`config.mk`:
```
export PLATFORM = sky130hd
export DESIGN_NAME = sld_driver
export DESIGN_NICKNAME = d
export VERILOG_FILES = /design/src/sld_driver.v
export VERILOG_INCLUDE_DIRS = /design/src
export SDC_FILE = /design/constraint.sdc
export NUM_CORES = 1
export LEC_CHECK = 0
export BUFFER_PORTS_ARGS = -buffer_cell sky130_fd_sc_hd__buf_2
export CORE_MARGIN = 2
export CORE_UTILIZATION = 25
export CTS_BUF_LIST = sky130_fd_sc_hd__clkbuf_4 sky130_fd_sc_hd__clkbuf_8
export CTS_CLUSTER_SIZE = 30
export DETAILED_ROUTE_END_ITERATION = 8
export PLACE_DENSITY = 0.38
export SLEW_MARGIN = 30
export SYNTH_ARGS = -nofsm -noshare
export SYNTH_HDL_FRONTEND = slang
export SYNTH_HIERARCHICAL = 1
export SYNTH_SLANG_ARGS = --single-unit
```
`constraint.sdc`:
```
create_clock -name clk -period 10.6 [get_ports clk]
set_input_delay 1.06 -clock clk [delete_from_list [all_inputs] [get_ports clk]]
set_output_delay 1.06 -clock clk [all_outputs]
set_load 0.01 [all_outputs]
```
`src/sld_defs.vh`:
```
// sld_defs.vh: constants for the serial-in latched 32-bit driver block
// assumes: included by sld_driver.v; definitions only
//
// Summary of operation
// each rising shift-clock edge that the fifo accepts captures the serial input into the first stage
// each rising shift-clock edge that the fifo accepts moves every stage one place toward the serial output
// shift register, latches and outputs are each 32 positions wide
// the last shift stage is driven on the serial output for cascading
// while strobe is high every latch follows its shift stage
// host keeps blanking high during shifting when strobe is tied high
// while blanking is high all outputs are forced low, sinks on
// blanking never changes latch contents, only the output stage
// while blanking is low each output follows its own latch
// while strobe is low latches and outputs ignore shifting activity
`ifndef SLD_DEFS_VH
`define SLD_DEFS_VH

`define SLD_WIDTH        32
`define SLD_FIFO_WIDTH   1
`define SLD_FIFO_DEPTH   8
`define SLD_FIFO_AW      3
`define SLD_SREG_RESET   32'h0000_0000
`define SLD_LATCH_RESET  32'h0000_0000
`define SLD_SERIAL_MSB   31

`endif

```
`src/sld_driver.v`:
```
// sld_driver.v: serial-in, latched, blankable 32-bit driver with an 8-entry bit fifo
// assumes: all host pins are asynchronous to clk and are synchronised here;
// shift_hold comes from logic on clk; host shift clock is well below clk/4
`timescale 1ns/1ps
`default_nettype none
`include "sld_defs.vh"

module sld_fifo #(
  parameter WIDTH = `SLD_FIFO_WIDTH,
  parameter DEPTH = `SLD_FIFO_DEPTH,
  parameter AW    = `SLD_FIFO_AW
) (
  // clock and reset
  input  wire             clk,
  input  wire             sys_rst,
  input  wire             clk_en,
  // fill side
  input  wire             in_valid,
  input  wire [WIDTH-1:0] in_data,
  output reg              in_ready,
  // drain side
  output reg              out_valid,
  output wire [WIDTH-1:0] out_data,
  input  wire             out_ready
);
  reg  [WIDTH-1:0] mem [0:DEPTH-1];
  reg  [AW-1:0]    wr_ptr_q;
  reg  [AW-1:0]    rd_ptr_q;
  reg  [AW:0]      count_q;
  wire             push;
  wire             pop;
  wire [AW:0]      count_d;

  assign push     = in_valid & in_ready;
  assign pop      = out_valid & out_ready;
  assign out_data = mem[rd_ptr_q];
  assign count_d  = push & ~pop ? count_q + 1'b1 :
                    pop & ~push ? count_q - 1'b1 : count_q;

  always @(posedge clk) begin
    if (clk_en && push) begin
      mem[wr_ptr_q] <= in_data;
    end
  end

  always @(posedge clk or posedge sys_rst) begin
    if (sys_rst) begin
      wr_ptr_q  <= {AW{1'b0}};
      rd_ptr_q  <= {AW{1'b0}};
      count_q   <= {(AW+1){1'b0}};
      in_ready  <= 1'b1;
      out_valid <= 1'b0;
    end else if (clk_en) begin
      if (push) begin
        wr_ptr_q <= (wr_ptr_q == DEPTH - 1) ? {AW{1'b0}} : wr_ptr_q + 1'b1;
      end
      if (pop) begin
        rd_ptr_q <= (rd_ptr_q == DEPTH - 1) ? {AW{1'b0}} : rd_ptr_q + 1'b1;
      end
      count_q   <= count_d;
      in_ready  <= (count_d != DEPTH);
      out_valid <= (count_d != {(AW+1){1'b0}});
    end
  end
endmodule // sld_fifo

module sld_driver #(
  parameter WIDTH = `SLD_WIDTH
) (
  // clock, reset and enable
  input  wire             clk,
  input  wire             sys_rst,
  input  wire             clk_en,
  // host pins
  input  wire             shift_clk,
  input  wire             serial_in,
  input  wire             strobe,
  input  wire             blanking,
  // local flow control
  input  wire             shift_hold,
  output reg              fifo_ready_q,
  // cascade and drive outputs
  output reg              serial_out_q,
  output reg  [WIDTH-1:0] drive_high_q,
  output reg  [WIDTH-1:0] sink_on_q
);
  reg  [1:0]       sclk_sync_q;
  reg  [1:0]       sdat_sync_q;
  reg  [1:0]       stb_sync_q;
  reg  [1:0]       blank_sync_q;
  reg              sclk_prev_q;
  reg              sdat_prev_q;
  reg  [WIDTH-1:0] sreg_q;
  reg  [WIDTH-1:0] latch_q;
  wire             sclk_rise;
  wire             f_in_ready;
  wire             f_out_valid;
  wire             f_out_data;
  wire             shift_now;

  // data is sampled one clk before the synchronised edge, matching its own pipeline
  always @(posedge clk or posedge sys_rst) begin
    if (sys_rst) begin
      sclk_sync_q  <= 2'h0;
      sdat_sync_q  <= 2'h0;
      stb_sync_q   <= 2'h0;
      blank_sync_q <= 2'h3;
      sclk_prev_q  <= 1'b0;
      sdat_prev_q  <= 1'b0;
    end else if (clk_en) begin
      sclk_sync_q  <= {sclk_sync_q[0], shift_clk};
      sdat_sync_q  <= {sdat_sync_q[0], serial_in};
      stb_sync_q   <= {stb_sync_q[0], strobe};
      blank_sync_q <= {blank_sync_q[0], blanking};
      sclk_prev_q  <= sclk_sync_q[1];
      sdat_prev_q  <= sdat_sync_q[1];
    end
  end

  assign sclk_rise = sclk_sync_q[1] & ~sclk_prev_q;

  // every rising shift-clock edge queues one bit while the fifo is not full
  sld_fifo #(
    .WIDTH (`SLD_FIFO_WIDTH),
    .DEPTH (`SLD_FIFO_DEPTH),
    .AW    (`SLD_FIFO_AW)
  ) u_fifo (
    .clk       (clk),
    .sys_rst   (sys_rst),
    .clk_en    (clk_en),
    .in_valid  (sclk_rise),
    .in_data   (sdat_prev_q),
    .in_ready  (f_in_ready),
    .out_valid (f_out_valid),
    .out_data  (f_out_data),
    .out_ready (~shift_hold)
  );

  assign shift_now = f_out_valid & ~shift_hold;

  always @(posedge clk or posedge sys_rst) begin
    if (sys_rst) begin
      sreg_q       <= `SLD_SREG_RESET;
      latch_q      <= `SLD_LATCH_RESET;
      serial_out_q <= 1'b0;
      drive_high_q <= {WIDTH{1'b0}};
      sink_on_q    <= {WIDTH{1'b1}};
      fifo_ready_q <= 1'b1;
    end else if (clk_en) begin
      fifo_ready_q <= f_in_ready;
      if (shift_now) begin
        sreg_q <= {sreg_q[WIDTH-2:0], f_out_data};
      end
      serial_out_q <= sreg_q[WIDTH-1];
      if (stb_sync_q[1]) begin
        latch_q <= sreg_q;
      end
      if (blank_sync_q[1]) begin
        drive_high_q <= {WIDTH{1'b0}};
        sink_on_q    <= {WIDTH{1'b1}};
      end else begin
        drive_high_q <= latch_q;
        sink_on_q    <= ~latch_q;
      end
    end
  end
endmodule // sld_driver
`default_nettype wire

```
==> flow_summary.json, run 1 <==
{
  "cp.required_ns": 10.92,
  "grt_pass1_wl_mm": 21.1,
  "wl_per_cell_um": 14.9,
  "grt_start_max_net_pins": 78,
  "core_mm2": 0.0250,
  "clk_latency_ns": 0.44,
  "fin_skew_ns": 0.0138,
  "yosysSeqAreaShare_pct": 64.4,
  "antenna_cells": 0,
  "holdBufCountCts": 0,
  "setup_viol": 0,
  "hold_path.startpoint": "latch_q[22]",
  "dieArea_mm2": 0.0267,
  "critPathArrivalTime_ns": 2.88,
  "synth_top_area_cell": "dfrtp_1",
  "post-route-period-util_pct": 24.1,
  "rr_worst_depth": 6,
  "cts_setup_buffers": 0,
  "holdWs_ns": 0.437,
  "vias_per_cell": 4.29,
  "grt_usage_pct": 10.2,
  "ys_top_cells_by_area": "dfrtp_1 (46%), dfstp_2 (15%), mux2_2 (9.1%)",
  "synth_seq_cells": 160,
  "syn_area_per_cell_um2": 14.6,
  "drive_gt1_share_pct": 45.1,
  "hold_end": "sink_on_q[22]",
  "r2r_start": "sclk_sync_q[1]",
  "min_path_cells": 1,
  "tritoncts": "yes",
  "cap_viol_max_count": 0,
  "rr_endpoint": "u_fifo/in_ready",
  "ctsRootBufferMaster": "clkbuf_8",
  "min_path_type": "reg -> reg",
  "cts_sinks": 160,
  "worstMarginPinSlew_ns": 0.826,
  "rrSetupSlack_ns": 8.81,
  "post_cts_resized": 0,
  "finalMaxSlewViolations": 0,
  "dp_cells": 817,
  "path_clk_slew_ns": 0.09,
  "vias": 3640,
  "drt_wl_total_mm": 12.7,
  "path_class": "in -> reg",
  "grt_pass1_vias": 3821,
  "worstSetupStartpointType": "primary input",
  "final_common_cell": "dfrtp_1",
  "drcViolationCount": 0,
  "dp.final_hpwl_mm": 7.84,
  "rsz0062_at_grt": "false",
  "nets": 520,
  "first_iter_violations": 226,
  "cts_buffers": 17,
  "start_util_pct": 25.3,
  "slew_headroom_pct": 44.7,
  "vdd_drop_max_v": 0.0000873,
  "leakage_uw": 0.00343,
  "postRouteAntennaNets": 0,
  "row_count": 58,
  "cp-end-kind": "flop",
  "yosys_warnings": 6,
  "layout_common_cells": "dfrtp_1 (116), buf_2 (73), mux2_2 (51)",
  "yosysUniqueCellTypes": 37,
  "h-tree-depth": 4,
  "finalPower_uw": 1630,
  "clk_path_buf_depth": 2,
  "syn_nets": 449,
  "io_pins": 74,
  "min_period_ns": 2.56,
  "grt_overflow_total": 0,
  "drt-pass1-iter-count": 4,
  "dieHeight_um": 163,
  "syn_inst": 435,
  "fin_cells": 849,
  "antenna_found_initial": 0,
  "max_freq_mhz": 391,
  "area_growth_pct": 16.7,
  "tns_ns": 0,
  "worstPathMaxFanout": 60,
  "status": "complete, no violations",
  "hold_viol_final": 0,
  "power_density_mw_per_mm2": 220,
  "synth_top_area_share_pct": 45.8,
  "syn_area_mm2": 0.00634,
  "die_x_um": 163,
  "gp_congestion": 0.644,
  "portBuffers": 73
}
-- synthesized netlist by cell type, drive strengths merged --
cell type	number
nor4	1
nand3b	1
a221o	1
a21boi	1
a21o	3
nor2b	2
a22o	32
o211ai	1
edfxtp	8
mux2i	1
xnor2	4
dfstp	36
clkbuf	3
buf	22
o22a	1
nand2b	3
nand2	9
ha	6
dfrtp	116
nor3	6
a21oi	35
mux4	2
and4	1
or3	1
mux2	81
nor2	39
inv	6
o21ai	2
xor2	1
nand4	2
nand3	5
and3	1
and2	1
o22ai	1
-- worst max path at each step --
stage	from	to	slack [ns]	depth (start not counted)
2_1_floorplan	sys_rst	drive_high_q[0]	5.85	1
5_1_grt	clk_en	latch_q[28]	7.83	4
4_1_cts	clk_en	latch_q[23]	7.99	4
6_report	clk_en	latch_q[8]	8.04	4
3_5_place_dp	clk_en	latch_q[3]	7.49	4
3_3_place_gp	clk_en	latch_q[3]	7.53	4
-- layer usage --
layer,part of all wire [%],vias up,track usage [%],routed length (µm)
li1,-,1685,-,-
met4,0.87,0,2.78,110
met3,3.8,6,3.20,485
met2,49,51,16.7,6200
met1,46,1898,13.0,5850
met5,0,-,0,0
-- kinds of logic after synthesis --
group / count (synthesis) / share of synthesized area, %
and+or+nand+nor: 72 / 5.32
adders and majority gates: 6 / 1.18
muxes: 84 / 17.0
AOI/OAI and AO/OA: 77 / 8.54
DFF: 160 / 64.4
buffers and inverters: 31 / 2.80
xor gates and xnor gates: 5 / 0.690
-- flip-flops by register name (all words and copies together) (netlist names), 3 cells and up --
signal           flops
sreg_q              32
u_fifo/rd_ptr_q      3
u_fifo/wr_ptr_q      3
sink_on_q           32
latch_q             32
u_fifo/mem           8
drive_high_q        32
u_fifo/count_q       4
-- worst max-delay path: stages --
cell and delay (ns):
buf_2 0.07, buf_4 0.55, nand2_2 0.68, mux2_2 0.49
-- layout make-up --
cell class / instances / area (µm²)
Fill cell: 2539 / 17600
Clock inverter: 12 / 134
Multi-Input combinational cell: 244 / 2090
Clock buffer: 20 / 256
Sequential cell: 160 / 4090
Timing Repair Buffer: 77 / 395
Inverter: 6 / 27.5
Tap cell: 330 / 413
-- metrics by stage --
stage | instance area, µm² | utilization [%] | setup WS (ns)
after floorplan | 6340 | - | 5.85
after global placement | 7010 | 28.0 | 7.53
after detailed placement | 7010 | 28.0 | 7.49
after CTS | 7400 | 29.6 | 7.99
after global routing | 7400 | 29.6 | 7.83
final | 7400 | 29.6 | 8.04
-- report_power, final --
part	switching (µW)	leakage (µW)	internal, µW
Clock	232	0.000194	219
Combinational	146	0.00125	180
Sequential	104	0.00198	746
Note: power is estimated with default switching activity, not from simulation.
==> inputs of run 2 (changes only) <==
--- a/config.mk
+++ b/config.mk
@@ -12,7 +12,7 @@
 export CTS_BUF_LIST = sky130_fd_sc_hd__clkbuf_4 sky130_fd_sc_hd__clkbuf_8
 export CTS_CLUSTER_SIZE = 30
 export DETAILED_ROUTE_END_ITERATION = 8
-export PLACE_DENSITY = 0.38
+export PLACE_DENSITY = 0.39
 export SLEW_MARGIN = 30
 export SYNTH_ARGS = -nofsm -noshare
 export SYNTH_HDL_FRONTEND = slang
==> constraint.sdc (replaced) <==
create_clock -name clk -period 2.32 [get_ports clk]
set_input_delay 0.232 -clock clk [delete_from_list [all_inputs] [get_ports clk]]
set_output_delay 0.232 -clock clk [all_outputs]
set_load 0.01 [all_outputs]
==> run 2 against run 1 <==
Against the previous run:
- sequential cell count unchanged
- total power increased to 4.8 times the previous value
- non-clock buffer count increased by 11
- sequential share of layout area decreased by 1.6 points
- critical path type is now reg -> reg
- critical endpoint is now u_fifo/out_valid
- combinational power increased to 4.7 times the previous value
- setup slack got worse by 7.5 ns
- global-route usage increased by 0.082 points
- via count increased by 0.33%
- final cell count increased by 1.3%
- first-iteration DRC count decreased by 17%
==> flow_summary.json, run 2 (synthesized netlist as in run 1, its figures left out) <==
{
  "area_growth_pct": 20.3,
  "fin_skew_ns": 0.0155,
  "worstPathMaxFanout": 7,
  "vdd_drop_max_v": 0.000336,
  "antenna_found_initial": 0,
  "clk_path_buf_depth": 2,
  "tns_ns": 0,
  "post-route-period-util_pct": 75.8,
  "start_util_pct": 25.3,
  "die_x_um": 163,
  "clk_latency_ns": 0.45,
  "max_freq_mhz": 569,
  "critPathArrivalTime_ns": 2.08,
  "postRouteAntennaNets": 0,
  "gr-usage-met1_pct": 13.7,
  "hold_viol_final": 0,
  "io_pins": 74,
  "h-tree-depth": 4,
  "grt_usage_pct": 10.3,
  "worstSetupStartpointType": "flop",
  "status": "complete, no violations",
  "post-route-util_pct": 30.5,
  "grt_pass1_vias": 3809,
  "cap_viol_max_count": 0,
  "fin_cells": 860,
  "grt.met3_usage_pct": 2.69,
  "nets": 531,
  "row_count": 58,
  "min_path_type": "in -> reg",
  "gp_congestion": 0.672,
  "dp_cells": 823,
  "vias_per_cell": 4.25,
  "core_mm2": 0.0250,
  "grt_busiest_layer": "met2",
  "slew_headroom_pct": 63.0,
  "antenna_cells": 0,
  "drive_gt1_share_pct": 45.3,
  "power_density_mw_per_mm2": 1030,
  "cp.required_ns": 2.64,
  "layout_common_cells": "dfrtp_1 (116), buf_2 (73), mux2_2 (51)",
  "portBuffers": 73,
  "grt_pass1_wl_mm": 21.1,
  "path_clk_slew_ns": 0.08,
  "rsz0062_at_grt": "false",
  "drcViolationCount": 0,
  "drt-pass1-iter-count": 4,
  "post_cts_resized": 0,
  "cts_buffers": 17,
  "min_period_ns": 1.76,
  "multi_input_area_mm2": 0.00209,
  "worstMarginPinSlew_ns": 0.555,
  "vias": 3652,
  "final_common_cell": "dfrtp_1",
  "dieArea_mm2": 0.0267,
  "grt_use_met2_pct": 16.0,
  "ctsRootBufferMaster": "clkbuf_8",
  "cts_sinks": 160,
  "grt_start_max_net_pins": 65,
  "seq_area_mm2": 0.00409,
  "tritoncts": "yes",
  "setup_viol": 0,
  "drt_wl_total_mm": 13.0,
  "dieHeight_um": 163,
  "first_iter_violations": 187,
  "leakage_uw": 0.00353,
  "wl_per_cell_um": 15.1,
  "grt_overflow_total": 0,
  "path_class": "reg -> reg",
  "fillerInstances": 2519,
  "cp-end-kind": "flop",
  "dp.final_hpwl_mm": 8.33,
  "finalMaxSlewViolations": 0
}
-- run 2: cell count changes in the layout (fill, tap and decap cells not counted), sizes merged --
cell,change
dlygate4sd3,+5
buf,+6
inv,-3
bufinv,+3
-- run 2: path summary, 6_finish.rpt --
check	start	end	slack, ns	cells past startpoint
setup / recovery	sclk_sync_q[1]	u_fifo/out_valid	0.56	6
hold / removal	clk_en	stb_sync_q[1]	0.30	2
setup reg to reg	sclk_sync_q[1]	u_fifo/out_valid	0.56	6
hold reg to reg	latch_q[6]	sink_on_q[6]	0.43	1
max in group asynchronous	sys_rst	sink_on_q[0]	1.23	4
min in group asynchronous	sys_rst	latch_q[30]	0.39	3
-- run 2: timing repair --
action                                  CTS  global route
hold endpoints to repair                 26             0
buffers inserted                          0             0
endpoints found under the setup margin    0             0
hold buffers                              5             0
-- run 2: area by class of cell --
cell class	instances	area share [%]
clock buffers	20	3.53
clock inverters	12	2.69
flip-flops and latches	160	53.6
repair buffers	88	7.08
inverters	6	0.344
multi-input cells	244	27.4
well taps	330	5.41
-- run 2: power by group --
group	switching, µW	total [µW]	internal [µW]	leakage [µW]
Sequential	487	3890	3410	0.00198
Combinational	676	1530	853	0.00132
Clock	1070	2430	1360	0.000233
-- run 2: metal layers --
layer | share of wire [%] | routed length, µm | vias to the layer above
met5 | 0 | 0 | -
met4 | 1.5 | 193 | 0
met3 | 3.2 | 410 | 12
met2 | 47 | 6040 | 50
met1 | 49 | 6310 | 1889
li1 | - | - | 1701
-- run 2: worst max-delay path, cell delays in order, from the launching register on --
cell and delay, ns:
dfrtp_1 0.37, nor2b_1 0.39, a21boi_0 0.16, mux2i_1 0.23
xor2_1 0.22, and4_1 0.21, a21oi_1 0.06
-- run 2: metrics by stage --
| step | hold WS (ns) | total power [µW] | worst slack (ns) | area (µm²) |
|---|---|---|---|---|
| 2_1_floorplan | 0.0960 | 5040 | 0.367 | 6350 |
| 3_3_place_gp | 0.316 | 5450 | 0.598 | 7110 |
| 3_5_place_dp | 0.326 | 5510 | 0.541 | 7110 |
| 4_1_cts | 0.265 | 8010 | 0.533 | 7630 |
| 5_1_grt | 0.292 | 8340 | 0.358 | 7630 |
| 6_report | 0.301 | 7850 | 0.562 | 7630 |
==> inputs of run 3 (changes only) <==
--- a/config.mk
+++ b/config.mk
@@ -6,6 +6,7 @@
 export SDC_FILE = /design/constraint.sdc
 export NUM_CORES = 1
 export LEC_CHECK = 0
+export ABC_AREA = 1
 export BUFFER_PORTS_ARGS = -buffer_cell sky130_fd_sc_hd__buf_2
 export CORE_MARGIN = 2
 export CORE_UTILIZATION = 25
==> constraint.sdc (replaced) <==
create_clock -name clk -period 1.4 [get_ports clk]
set_input_delay 0.14 -clock clk [delete_from_list [all_inputs] [get_ports clk]]
set_output_delay 0.14 -clock clk [all_outputs]
set_load 0.01 [all_outputs]
==> run 3 against run 2 <==
Against the previous run:
- sequential power grew 57%
- critical endpoint is now u_fifo/mem[2]
- setup slack worse by 0.60 ns
- final cell count up 36%
- critical path type unchanged
- die area rose by 4.6%
- sequential share of layout area shrank 2.5 points
- area after synthesis is 4.7% higher
- via count is 32% higher
- final area is 4.9% higher
- the flow now finishes with violations (setup timing)
==> flow_summary.json, run 3 <==
{
  "status": "finished, violations left",
  "violations": "setup timing",
  "clk_latency_ns": 0.46,
  "antenna_found_initial": 0,
  "synth_top_area_share_pct": 43.7,
  "io_pins": 74,
  "place_ws_ns": -0.0225,
  "syn_area_mm2": 0.00664,
  "dieHeight_um": 167,
  "grt_pass1_vias": 4901,
  "antenna_cells": 0,
  "yosys_warnings": 6,
  "finalMaxSlewViolations": 0,
  "portBuffers": 73,
  "leakage_uw": 0.00389,
  "synth_top_area_cell": "dfrtp_1",
  "setup_viol": 4,
  "gp_congestion": 0.711,
  "async_flop_share_pct": 95.0,
  "hold_viol_final": 0,
  "area_growth_pct": 20.5,
  "layout_setup_ws_ns": -0.0403,
  "synth-main-ff-cell": "dfrtp_1",
  "syn_inst": 736,
  "syn_area_per_cell_um2": 9.02,
  "syn_nets": 750,
  "rsz0062_at_grt": "true",
  "final_common_cell": "nand2_1",
  "dp.final_hpwl_mm": 9.61,
  "worstPathMaxFanout": 4,
  "postRouteAntennaNets": 0,
  "cts_sinks": 160,
  "path_clk_slew_ns": 0.08,
  "rr_worst_depth": 5,
  "cap_viol_max_count": 0,
  "fin_skew_ns": 0.0216,
  "drcViolationCount": 0,
  "post-route-period-util_pct": 103,
  "slew_headroom_pct": 64.5,
  "synth_common_cells": "nand2_1 (224), dfrtp_1 (116), nor2_1 (116)",
  "ctsRootBufferMaster": "clkbuf_8",
  "cp.required_ns": 1.56,
  "h-tree-depth": 4,
  "die_x_um": 167,
  "yosysSeqAreaShare_pct": 61.6,
  "synth_edf_count": 8,
  "core_mm2": 0.0261,
  "drt_wl_total_mm": 15.0,
  "drive_gt1_share_pct": 23.1,
  "cp-end-kind": "flop",
  "fillerInstances": 2780,
  "row_count": 59,
  "first_iter_violations": 283,
  "clk_path_buf_depth": 2,
  "start_util_pct": 25.5,
  "yosysUniqueCellTypes": 29,
  "vias_per_cell": 4.14,
  "vdd_drop_max_v": 0.000673,
  "ys_top_cells_by_area": "dfrtp_1 (44%), dfstp_2 (14%), nand2_1 (13%)",
  "synth_seq_cells": 160,
  "cts_buffers": 17,
  "path_class": "reg -> reg",
  "post-synth-top-count-cell": "nand2_1",
  "post-route-util_pct": 30.7,
  "grt_pass1_wl_mm": 25.5,
  "tns_ns": -0.107,
  "grt_overflow_total": 0,
  "worstSetupStartpointType": "flop",
  "nets": 836,
  "drt-pass1-iter-count": 4,
  "grt_start_max_net_pins": 75,
  "layout_common_cells": "nand2_1 (224), dfrtp_1 (116), nor2_1 (112)",
  "min_path_cells": 4,
  "worstMarginPinSlew_ns": 0.533,
  "dieArea_mm2": 0.0279,
  "power_density_mw_per_mm2": 1550,
  "critPathArrivalTime_ns": 1.60,
  "min_period_ns": 1.44,
  "wl_per_cell_um": 12.8,
  "tritoncts": "yes",
  "max_freq_mhz": 694,
  "vias": 4838,
  "grt_usage_pct": 11.4,
  "min_path_type": "in -> reg"
}
==> run 3: changes by cell type in the layout (fill, tap and decap cells not counted), moves of 18 or more <==
cell | before | now
nor2_1 | 39 | 112
a21oi_1 | 35 | 1
nand4_1 | 2 | 32
o21ai_1 | 0 | 20
mux2_4 | 30 | 0
nand3_1 | 5 | 36
inv_1 | 5 | 47
nand2_1 | 8 | 224
o21ai_0 | 2 | 31
mux2_2 | 51 | 0
a22o_1 | 32 | 0
buf_4 | 6 | 24
==> run 3: cell type report <==
cell class	instances	area, µm²	area share (%)
sequential	160	4090	51.1
multi-input combinational	480	2140	26.7
timing repair buffer	108	731	9.13
tap	335	419	5.24
clock buffer	20	256	3.20
inverter	55	213	2.66
clock inverter	12	156	1.95
==> run 3: cell families (layout without fill, tap and decap cells) <==
| logic type | count (synthesis) | count (layout) | synth area share, % |
|---|---|---|---|
| AO/OA/AOI/OAI | 55 | 55 | 4.24 |
| flip-flops | 160 | 160 | 61.6 |
| adder cells (fa/ha/maj) | 6 | 6 | 1.13 |
| buffers and inverters | 96 | 195 | 6.61 |
| AND/OR/NAND/NOR | 419 | 419 | 26.5 |
==> run 3: path summary, 6_finish.rpt <==
| check | slack [ns] | end | start |
|---|---|---|---|
| max reg2reg | -0.04 | u_fifo/mem[2] | u_fifo/in_ready |
| max in group asynchronous | 0.61 | sink_on_q[9] | sys_rst |
| min reg2reg | 0.47 | blank_sync_q[0] | blank_sync_q[0] |
| min | 0.04 | u_fifo/count_q[2] | clk_en |
| min in group asynchronous | 0.29 | u_fifo/wr_ptr_q[2] | sys_rst |
| max | -0.04 | u_fifo/mem[2] | u_fifo/in_ready |
==> run 3: per-stage QoR <==
stage          power [µW]  instances  cell area (µm²)  hold slack (ns)
2_1_floorplan        7870        736             6650          0.00398
3_3_place_gp         8890       1132             7510            0.249
3_5_place_dp         8880       1132             7510            0.246
4_1_cts             12600       1169             7980           0.0143
5_1_grt             13300       1170             8010           0.0419
6_report            12400       1170             8010           0.0435
==> run 3: critical path, cell delays in order (launching register included) <==
cell	delay (ns)
dfstp_2	0.57
nand2_4	0.10
nor2_8	0.10
inv_2	0.04
or2_4	0.24
nor3_2	0.11
==> run 3: power by group <==
group          switching (µW)  total (µW)  internal (µW)
clock network            1790        3630           1840
logic                    1620        2680           1060
registers                 551        6110           5560
==> run 3: routing by layer <==
metal  part of all wire [%]  track usage (%)  routed length (µm)  vias up
met5                      0                0                   0        -
met3                    3.5             2.78                 522       14
met2                     44             17.4                6550       71
met1                     52             15.9                7760     2253
li1                       -                -                   -     2500
met4                    1.2             3.37                 173        0
==> run 3: what timing repair did <==
action,in CTS,in global routing
setup buffers,0,1
resized for setup,1,6
endpoints found under the setup margin,5,13
hold endpoints to repair,120,0
pin swaps,0,2
hold buffers,5,0
